===== src/hscap_pkg.sv =====
// Package with strap reset values and field positions for the strap capture block.
package hscap_pkg;
  localparam int unsigned NUM_PORTS = 4;
  localparam logic STRAP_I2C_MODE = 1'h1;
  localparam logic STRAP_PWR_SWITCH_ON = 1'h0;
  localparam logic STRAP_POL_ACTIVE_HIGH = 1'h1;
  localparam logic STRAP_GANGED = 1'h1;
  localparam logic SERIAL_MODE_RST = 1'h1;
  localparam logic PWR_DISABLE_RST = 1'h0;
  localparam logic POLARITY_RST = 1'h1;
  localparam logic GANGED_RST = 1'h0;
  localparam logic [6:0] PIN_SYNC_RST = 7'h7F;
  localparam logic [1:0] CAPTURE_WAIT = 2'h2;
  localparam int unsigned SLAVE_ADDR_BIT1_POS = 1;
  localparam int unsigned PORT4_IDX = 3;
  typedef enum logic [2:0] {
    HSCAP_RESET   = 3'h1,
    HSCAP_CAPTURE = 3'h2,
    HSCAP_RUN     = 3'h4
  } hscap_state_t;
endpackage


===== src/hscap_top.sv =====
// Strap capture, shared status pin reuse and port power switch control for the hub.
`timescale 1ns/1ps
// Notes on behaviour
// - Low on port 4 over-current input means over-current; high means none.
// - Serial-mode strap at reset release: 1 selects I2C, 0 selects SMBus.
// - I2C mode drives serial clock to EEPROM; SMBus mode takes host clock.
// - Serial data pin talks to EEPROM in I2C mode, host in SMBus mode.
// - When enabled, serial-mode pin outputs upstream SuperSpeed suspend status.
// - Power-management strap 0 enables switching and over-current inputs; 1 disables.
// - With switching supported, four outputs control downstream port power.
// - In SMBus mode slave address bit 1 comes from power-management strap.
// - When enabled, power-management pin outputs upstream SuperSpeed connection status.
// - Battery charging needs power switching left enabled.
// - Polarity strap sets power control level: 0 active low, 1 active high.
// - In per-port mode each control output follows its port's power request under chosen polarity.
// - Ganged strap with switching on: 0 per-port, 1 ganged control.
module hscap_top (
  input  wire logic       clk_sys,
  input  wire logic       rstn,
  input  wire logic       serial_mode_select_strap_i,
  output logic            serial_mode_select_strap_o,
  output logic            serial_mode_select_strap_oe,
  input  wire logic       power_mgmt_disable_strap_i,
  output logic            power_mgmt_disable_strap_o,
  output logic            power_mgmt_disable_strap_oe,
  input  wire logic       switch_polarity_strap,
  input  wire logic       ganged_strap,
  input  wire logic       port4_overcurrent_n,
  input  wire logic       ss_suspend_status_en,
  input  wire logic       ss_connect_status_en,
  input  wire logic       ss_suspended,
  input  wire logic       ss_connected,
  input  wire logic [3:0] port_power_req,
  input  wire logic       scl_i,
  output logic            scl_o,
  output logic            scl_oe,
  input  wire logic       sda_i,
  output logic            sda_o,
  output logic            sda_oe,
  input  wire logic       eeprom_scl_drive,
  input  wire logic       serial_sda_drive_low,
  output logic            host_scl,
  output logic            serial_sda_in,
  output logic [hscap_pkg::NUM_PORTS-1:0] port_power_switch_ctl,
  output logic            port4_overcurrent_event,
  output logic            i2c_mode,
  output logic            power_switching_enabled,
  output logic            ganged_mode,
  output logic            slave_addr_bit1_strap,
  output logic            straps_valid
);
  import hscap_pkg::*;

  // Applies the captured polarity to an active-high power request.
  function automatic logic [NUM_PORTS-1:0] apply_pol(input logic [NUM_PORTS-1:0] req,
                                                     input logic act_high);
    apply_pol = act_high ? req : ~req;
  endfunction

  // Two-flop synchronisers for all pin inputs; stage one feeds stage two only.
  // Stages reset to the idle-high pin level, so no false over-current follows reset.
  logic [6:0] sync1_q;
  logic [6:0] sync2_q;
  logic [6:0] pins;
  assign pins = {sda_i, scl_i, port4_overcurrent_n, ganged_strap, switch_polarity_strap,
                 power_mgmt_disable_strap_i, serial_mode_select_strap_i};

  always_ff @(posedge clk_sys or negedge rstn) begin
    if (!rstn) begin
      sync1_q <= PIN_SYNC_RST;
      sync2_q <= PIN_SYNC_RST;
    end else begin
      sync1_q <= pins;
      sync2_q <= sync1_q;
    end
  end

  logic s_mode;
  logic s_pwr;
  logic s_pol;
  logic s_gang;
  logic s_oc_n;
  logic s_scl;
  logic s_sda;
  assign s_mode = sync2_q[0];
  assign s_pwr  = sync2_q[1];
  assign s_pol  = sync2_q[2];
  assign s_gang = sync2_q[3];
  assign s_oc_n = sync2_q[4];
  assign s_scl  = sync2_q[5];
  assign s_sda  = sync2_q[6];

  // The capture waits for the synchronisers to fill after reset release,
  // so straps are sampled from settled pins rather than reset constants.
  hscap_state_t state_q;
  hscap_state_t state_d;
  logic [1:0]   wait_q;
  logic [1:0]   wait_d;
  logic         mode_q, mode_d;
  logic         pwr_dis_q, pwr_dis_d;
  logic         pol_q, pol_d;
  logic         gang_q, gang_d;

  always_comb begin
    state_d   = state_q;
    wait_d    = wait_q;
    mode_d    = mode_q;
    pwr_dis_d = pwr_dis_q;
    pol_d     = pol_q;
    gang_d    = gang_q;
    unique case (state_q)
      HSCAP_RESET: begin
        wait_d = wait_q + 2'h1;
        if (wait_q == CAPTURE_WAIT) begin
          state_d = HSCAP_CAPTURE;
        end
      end
      HSCAP_CAPTURE: begin
        mode_d    = s_mode;
        pwr_dis_d = s_pwr;
        pol_d     = s_pol;
        gang_d    = s_gang;
        state_d   = HSCAP_RUN;
      end
      HSCAP_RUN: begin
        state_d = HSCAP_RUN;
      end
      default: begin
        state_d = HSCAP_RESET;
      end
    endcase
  end

  always_ff @(posedge clk_sys or negedge rstn) begin
    if (!rstn) begin
      state_q   <= HSCAP_RESET;
      wait_q    <= 2'h0;
      mode_q    <= SERIAL_MODE_RST;
      pwr_dis_q <= PWR_DISABLE_RST;
      pol_q     <= POLARITY_RST;
      gang_q    <= GANGED_RST;
    end else begin
      state_q   <= state_d;
      wait_q    <= wait_d;
      mode_q    <= mode_d;
      pwr_dis_q <= pwr_dis_d;
      pol_q     <= pol_d;
      gang_q    <= gang_d;
    end
  end

  // Output and pin stage; everything here is registered.
  logic                 run;
  logic                 i2c;
  logic                 sw_on;
  logic [NUM_PORTS-1:0] req_eff;
  assign run   = (state_q == HSCAP_RUN);
  assign i2c   = (mode_q == STRAP_I2C_MODE);
  assign sw_on = (pwr_dis_q == STRAP_PWR_SWITCH_ON);
  // Ganged mode powers all ports from port 1's request; battery charging is only
  // meaningful with switching on, so ports stay off when switching is disabled.
  assign req_eff = !sw_on ? '0 :
                   (gang_q == STRAP_GANGED) ? {NUM_PORTS{port_power_req[0]}} :
                   port_power_req;

  logic                 smode_o_d, smode_oe_d, pmode_o_d, pmode_oe_d;
  logic                 scl_o_d, scl_oe_d, sda_oe_d, oc_d;
  logic [NUM_PORTS-1:0] ctl_d;

  always_comb begin
    smode_oe_d = run && ss_suspend_status_en;
    smode_o_d  = smode_oe_d && ss_suspended;
    pmode_oe_d = run && ss_connect_status_en;
    pmode_o_d  = pmode_oe_d && ss_connected;
    scl_oe_d   = run && i2c;
    scl_o_d    = scl_oe_d && eeprom_scl_drive;
    sda_oe_d   = run && serial_sda_drive_low;
    oc_d       = run && sw_on && !s_oc_n;
    ctl_d      = apply_pol(run ? req_eff : '0, pol_q == STRAP_POL_ACTIVE_HIGH);
  end

  always_ff @(posedge clk_sys or negedge rstn) begin
    if (!rstn) begin
      serial_mode_select_strap_o  <= 1'h0;
      serial_mode_select_strap_oe <= 1'h0;
      power_mgmt_disable_strap_o  <= 1'h0;
      power_mgmt_disable_strap_oe <= 1'h0;
      scl_o                       <= 1'h0;
      scl_oe                      <= 1'h0;
      sda_o                       <= 1'h0;
      sda_oe                      <= 1'h0;
      host_scl                    <= 1'h1;
      serial_sda_in               <= 1'h1;
      port_power_switch_ctl       <= '0;
      port4_overcurrent_event     <= 1'h0;
      i2c_mode                    <= SERIAL_MODE_RST;
      power_switching_enabled     <= 1'h0;
      ganged_mode                 <= 1'h0;
      slave_addr_bit1_strap       <= 1'h0;
      straps_valid                <= 1'h0;
    end else begin
      serial_mode_select_strap_o  <= smode_o_d;
      serial_mode_select_strap_oe <= smode_oe_d;
      power_mgmt_disable_strap_o  <= pmode_o_d;
      power_mgmt_disable_strap_oe <= pmode_oe_d;
      scl_o                       <= scl_o_d;
      scl_oe                      <= scl_oe_d;
      sda_o                       <= 1'h0;
      sda_oe                      <= sda_oe_d;
      host_scl                    <= i2c ? 1'h1 : s_scl;
      serial_sda_in               <= s_sda;
      port_power_switch_ctl       <= ctl_d;
      port4_overcurrent_event     <= oc_d;
      i2c_mode                    <= mode_q;
      power_switching_enabled     <= run && sw_on;
      ganged_mode                 <= run && sw_on && gang_q;
      slave_addr_bit1_strap       <= !i2c && pwr_dis_q;
      straps_valid                <= run;
    end
  end
endmodule


===== config.mk =====
export PLATFORM = sky130hd
export DESIGN_NAME = hscap_top
export DESIGN_NICKNAME = d
export VERILOG_FILES = /design/src/hscap_pkg.sv /design/src/hscap_top.sv
export SDC_FILE = /design/constraint.sdc
export NUM_CORES = 1
export LEC_CHECK = 0
export ABC_CLOCK_PERIOD_IN_PS = 1500
export BUFFER_PORTS_ARGS = -buffer_cell sky130_fd_sc_hd__buf_4
export CORE_AREA = 8 8 77 79
export CTS_CLUSTER_DIAMETER = 50
export DETAILED_ROUTE_END_ITERATION = 8
export DIE_AREA = 0 0 85 87
export PLACE_DENSITY = 0.54
export SLEW_MARGIN = 10
export SYNTH_ARGS = -nofsm -noshare
export SYNTH_HDL_FRONTEND = slang
export SYNTH_SLANG_ARGS = --single-unit

===== constraint.sdc =====
create_clock -name clk_sys -period 1.5 [get_ports clk_sys]
set_clock_uncertainty 0.15 [all_clocks]
set_input_delay 0 -clock clk_sys [delete_from_list [all_inputs] [get_ports clk_sys]]
set_output_delay 0 -clock clk_sys [all_outputs]
set_load 0.02 [all_outputs]

* Yosys cells after proc, flatten, opt, wreduce, memory -nomap -nowiden *
Cells that the tools add are included.

cells by class
  add/sub/neg operators = 1
  multiply operators = 0
  div/mod/pow operators = 0
  magnitude comparators = 0
  eq/ne operators = 5
  shifts and indexed selects = 0
  mux-type cells = 7
  bitwise logic cells = 2
  reductions and logical operators = 14

operator list
  operator                                             number
  2-to-1 mux 4 bit                                     4
  logical AND 1 bit                                    11
  one-hot mux 3 bit (2 select lines)                   1
  NOT 4 bit                                            1
  equality test 3 x 1 -> 1 bit, second input constant  1
  equality test 3 x 2 -> 1 bit, second input constant  1
  equality test 3 bit, second input constant           1
  2-to-1 mux 3 bit                                     1
  adder 2 x 1 -> 2 bit, second input constant          1
  equality test 2 bit, second input constant           1
  logical NOT 1 bit                                    2
  inequality test 2 bit, second input constant         1
  OR reduction 2 bit                                   1
  2-to-1 mux 1 bit                                     1
  NOT 1 bit                                            1

word-level totals
  register bits after elaboration = 42
  bits in latches = 0
  bits in writable memories = 0
  bits in read-only memories = 0
  bits of input ports = 19
  output and inout bits = 20
  word-level logic and storage cells = 53
  memories = 0

* Depth between registers and ports, before layout *
  depth after elaboration = 5
  gate-level depth with buffers = 4
  mapped depth without buffers = 4

* Worst setup path after synthesis *
OpenSTA, ideal clock, no wires.

  path type = register to register
  from = register state_q[1]
  to = register port_power_switch_ctl[0] (netlist bit)
  setup time = 124 ps
  arrival = 1185 ps
  data required time = 1226 ps
  slack = 41 ps
  cell stages (with the launch flop) = 5
  path buffers = 0
  period minus slack after synthesis = 1459 ps
  cells stage by stage = dfrtp_1 > or4b_4 > inv_1 > nand2_1 > xor2_1

on the way
  cells in the longest elaborated chain, start to end = 4

RTL lines
  what                    line              RTL
  start, declared         hscap_top.sv:95   hscap_state_t state_q;
  start signal, assigned  hscap_top.sv:143  state_q <= state_d;
  equality test 3 bit *   hscap_top.sv:157  assign run = (state_q == HSCAP_RUN);
  2-to-1 mux 4 bit *      hscap_top.sv:179  ctl_d = apply_pol(run ? req_eff : '0, pol_q == STRAP_POL_ACTIVE_HIGH);
  NOT 4 bit               hscap_top.sv:57   apply_pol = act_high ? req : ~req;
  2-to-1 mux 4 bit *      hscap_top.sv:57
  via ctl_d[0]            hscap_top.sv:168  logic [NUM_PORTS-1:0] ctl_d;
  end signal, assigned    hscap_top.sv:212  port_power_switch_ctl <= ctl_d;
  end, declared           hscap_top.sv:44   output logic [hscap_pkg::NUM_PORTS-1:0] port_power_switch_ctl,

The timed path passes the listed nets; every way through them passes the cells marked *.
A chain may end at the register's enable or synchronous reset.

* Final worst setup path *
Same ends and word-level chain as after synthesis.

==> metrics <==
violations in the final reports setup timing; top achievable clock speed 661.4 MHz; kind of capture point of the worst setup path register; count of final max-slew check failures 0; worst rel slew slack 66.41%; number of antenna cells inserted 0; Worst Path Class, Setup register to register; DR WL met3 264 um; final routed wire length divided by cell count 12.60 um; origin of the worst setup path state_q[1]$_DFFE_PN0P_; Leakage Power 0.9217 nW; number of warnings issued by yosys 0; total DRC errors in the routed layout 0; metal1 wirelength 1012 um; # setup viols final 1; Power Dens Cells 1076 nW/um^2; setup repair after global routing missed its margin true; most frequent cells after synthesis dfrtp_1, dfstp_2, and2_1; GPL Wtd Cong 0.6640; fraction of registers with async set or reset after synthesis 100.0%; pin count of the biggest net entering global routing 43; Remaining Overflow, GRT 0; unique cell type count in the Yosys netlist 22; standard cell core area 4847 sq um; input/output buffers 37; Routed Antenna Nets 0; fill cell instance count of the final layout 470; setup slack after placement -0.001394 ns; most common cell in the synthesized netlist dfrtp_1; initial antenna violation count 0; mean number of vias per cell 4.019; start point of the worst min-delay path port_power_req[2]; sum of negative setup slack -0.01198 ns; uppermost layer routed met4; instance count on the critical path 4; Hold Crit Class input port to register; kind of launch point of the worst setup path register; Top FF cell, synth dfrtp_1; height of the die 87 um; Initial DRC Count 31; std cell rows 26; arrival time reported for the critical path endpoint 1.54 ns; number of sinks driven by the clock tree 42; global-route wire length before repair 4250 um; list of cells traversed by the critical path or4b_4 -> inv_2 -> nand2_2 -> xor2_1; total number of vias 832; starting utilization of the core area 28.60%; beginning of the worst register-to-register path state_q[1]$_DFFE_PN0P_; Post-Route WL 2609 um; clock tree from TritonCTS done; via count of the first global-routing pass 895; number of H-tree levels 2; clock latency of the later-clocked register in the worst-skew pair 0.30 ns; worst stage delay on the critical path 0.58 ns; width of the chip 85 um; number of instances in the synthesized netlist 87; synthesized cell area 1386 sq um; Worst Path Required 1.53 ns; fin crit period 1.512 ns; Final WS setup -0.01198 ns; pin slew with the least headroom to its limit 0.5038 ns; number of top-level design ports 39; TritonCTS buffer count 5; Crit path buffers/inverters 1; number of flops mapped to enable cells by yosys 0; depth of the most critical reg-to-reg path 4; dominant delay contributor by cell family on the critical path simple AND/OR/NAND/NOR gates; post-synthesis net count 107; average cell area after synthesis 15.93 sq um; CTS clk-pin slew, worst paths 0.08 ns; routed length on met2 1253 um; count of max-cap constraint violations 0; maximum clock path buffer count 2; highest ir drop seen on vdd 0.0003749 V; fraction of layout instances using a drive strength above 1 56.95%; Power, Total 0.002193 W; total track usage 7.719%; clk root buf clkbuf_8; maximum fanout along the worst path 5; largest area contributor in the netlist dfrtp_1; post-route clock period utilization 100.8%; Final Core Density 42.02%; end point of the critical path port_power_switch_ctl[0]$_DFF_PN0_; Nets 170; status finished, violations left; sequential cell area fraction in the yosys report 77.62%; slowest CP cell or4b_4; total iterations of the first detailed-routing run 4; cells taking the most area after synthesis dfrtp_1, dfstp_2, mux2_2; final count of hold timing violations 0; worst reg2reg endpoint port_power_switch_ctl[0]$_DFF_PN0_; layout overhead on the synthesized area 46.93%; register bit count reported by yosys 42; worst-case register-to-register setup slack -0.01 ns; die area 7395 sq um; share of Yosys cell area claimed by the top area cell type 39.71%
==> layer usage <==
metal | track usage, % | up-vias
met5 | 0 | -
met4 | 5.825 | 0
met3 | 4.245 | 6
met2 | 11.65 | 36
met1 | 7.916 | 393
li1 | - | 397
==> worst min path at each step <==
| stage | end | slack, ns | cells past startpoint |
|---|---|---|---|
| after floorplan | gang_q$_DFFE_PN0N_ | -0.45 | 0 |
| after global placement | port_power_switch_ctl[0]$_DFF_PN0_ | -0.15 | 1 |
| after detailed placement | port_power_switch_ctl[0]$_DFF_PN0_ | -0.14 | 1 |
| after CTS | port_power_switch_ctl[1]$_DFF_PN0_ | 0.01 | 4 |
| after global routing | port_power_switch_ctl[3]$_DFF_PN0_ | 0.03 | 4 |
| final | port_power_switch_ctl[2]$_DFF_PN0_ | 0.03 | 4 |
==> state kept, by name, summed over array words and instances, names as in the netlist, 2 cells and up <==
signal                 count
wait_q                     2
sync1_q                    7
port_power_switch_ctl      4
sync2_q                    7
state_q                    3
==> worst min-delay path: cells and delay by family <==
family                 cells  cell delay (ns)
AND/OR/NAND/NOR            1             0.16
XOR/XNOR                   1             0.12
buffers and inverters      1             0.10
AO/OA/AOI/OAI              1             0.05
==> logic make-up (layout without fill, tap and decap cells) <==
| group | after synthesis | count (layout) | synth area share [%] |
|---|---|---|---|
| other | 1 | 1 | 0.2705 |
| and+or+nand+nor | 24 | 24 | 10.92 |
| muxes | 5 | 5 | 3.971 |
| AOI/OAI and AO/OA | 4 | 4 | 1.444 |
| buffers and inverters | 5 | 69 | 1.715 |
| DFF | 42 | 42 | 77.62 |
| xor gates and xnor gates | 5 | 5 | 3.159 |
| adders and majority gates | 1 | 1 | 0.9024 |
==> per-stage QoR <==
| step | cell area, sq um | hold slack, ns | std cells |
|---|---|---|---|
| global route | 2037 | 0.02574 | 207 |
| CTS | 2001 | 0.009920 | 205 |
| global placement | 1752 | -0.1501 | 182 |
| floorplan | 1386 | -0.4456 | 87 |
| finish | 2037 | 0.03477 | 207 |
| detailed placement | 1752 | -0.1364 | 182 |
==> report_power, final <==
part / internal (W) / switching (W) / total, W / leakage (nW)
Clock: 0.000334 / 0.000400 / 0.000734 / 0.0451
Sequential: 0.00121 / 0.0000198 / 0.00123 / 0.465
Combinational: 0.000122 / 0.000109 / 0.000232 / 0.412
Total: 0.00166 / 0.000529 / 0.00219 / 0.922
==> final cells by class <==
type	count	area, sq um	share of cell area, %
clock buffers	5	68.82	3.378
clock inverters	3	22.52	1.106
well taps	56	70.07	3.440
flip-flops and latches	42	1076	52.83
multi-input cells	40	315.3	15.48
inverters	3	11.26	0.5528
repair buffers	58	473.0	23.22
==> timing repair <==
| item | 4_1_cts | 5_1_grt |
|---|---|---|
| hold endpoints to repair | 58 | 0 |
| resized for setup | 3 | 5 |
| pin swaps | 0 | 0 |
| setup buffers | 0 | 2 |
| endpoints found under the setup margin | 3 | 7 |
| hold buffers | 15 | 0 |
==> layout by cell type, fill, tap and decap left out, types with 3 or more instances in the layout <==
cell           count
xnor2_1            4
dfstp_2           20
buf_4             43
dfrtp_1           22
nor2_1             3
or2b_2             3
and3_1             3
clkbuf_8           5
and2_1             6
mux2_2             4
dlygate4sd3_1     15
Power figures use the tool's default switching activity.
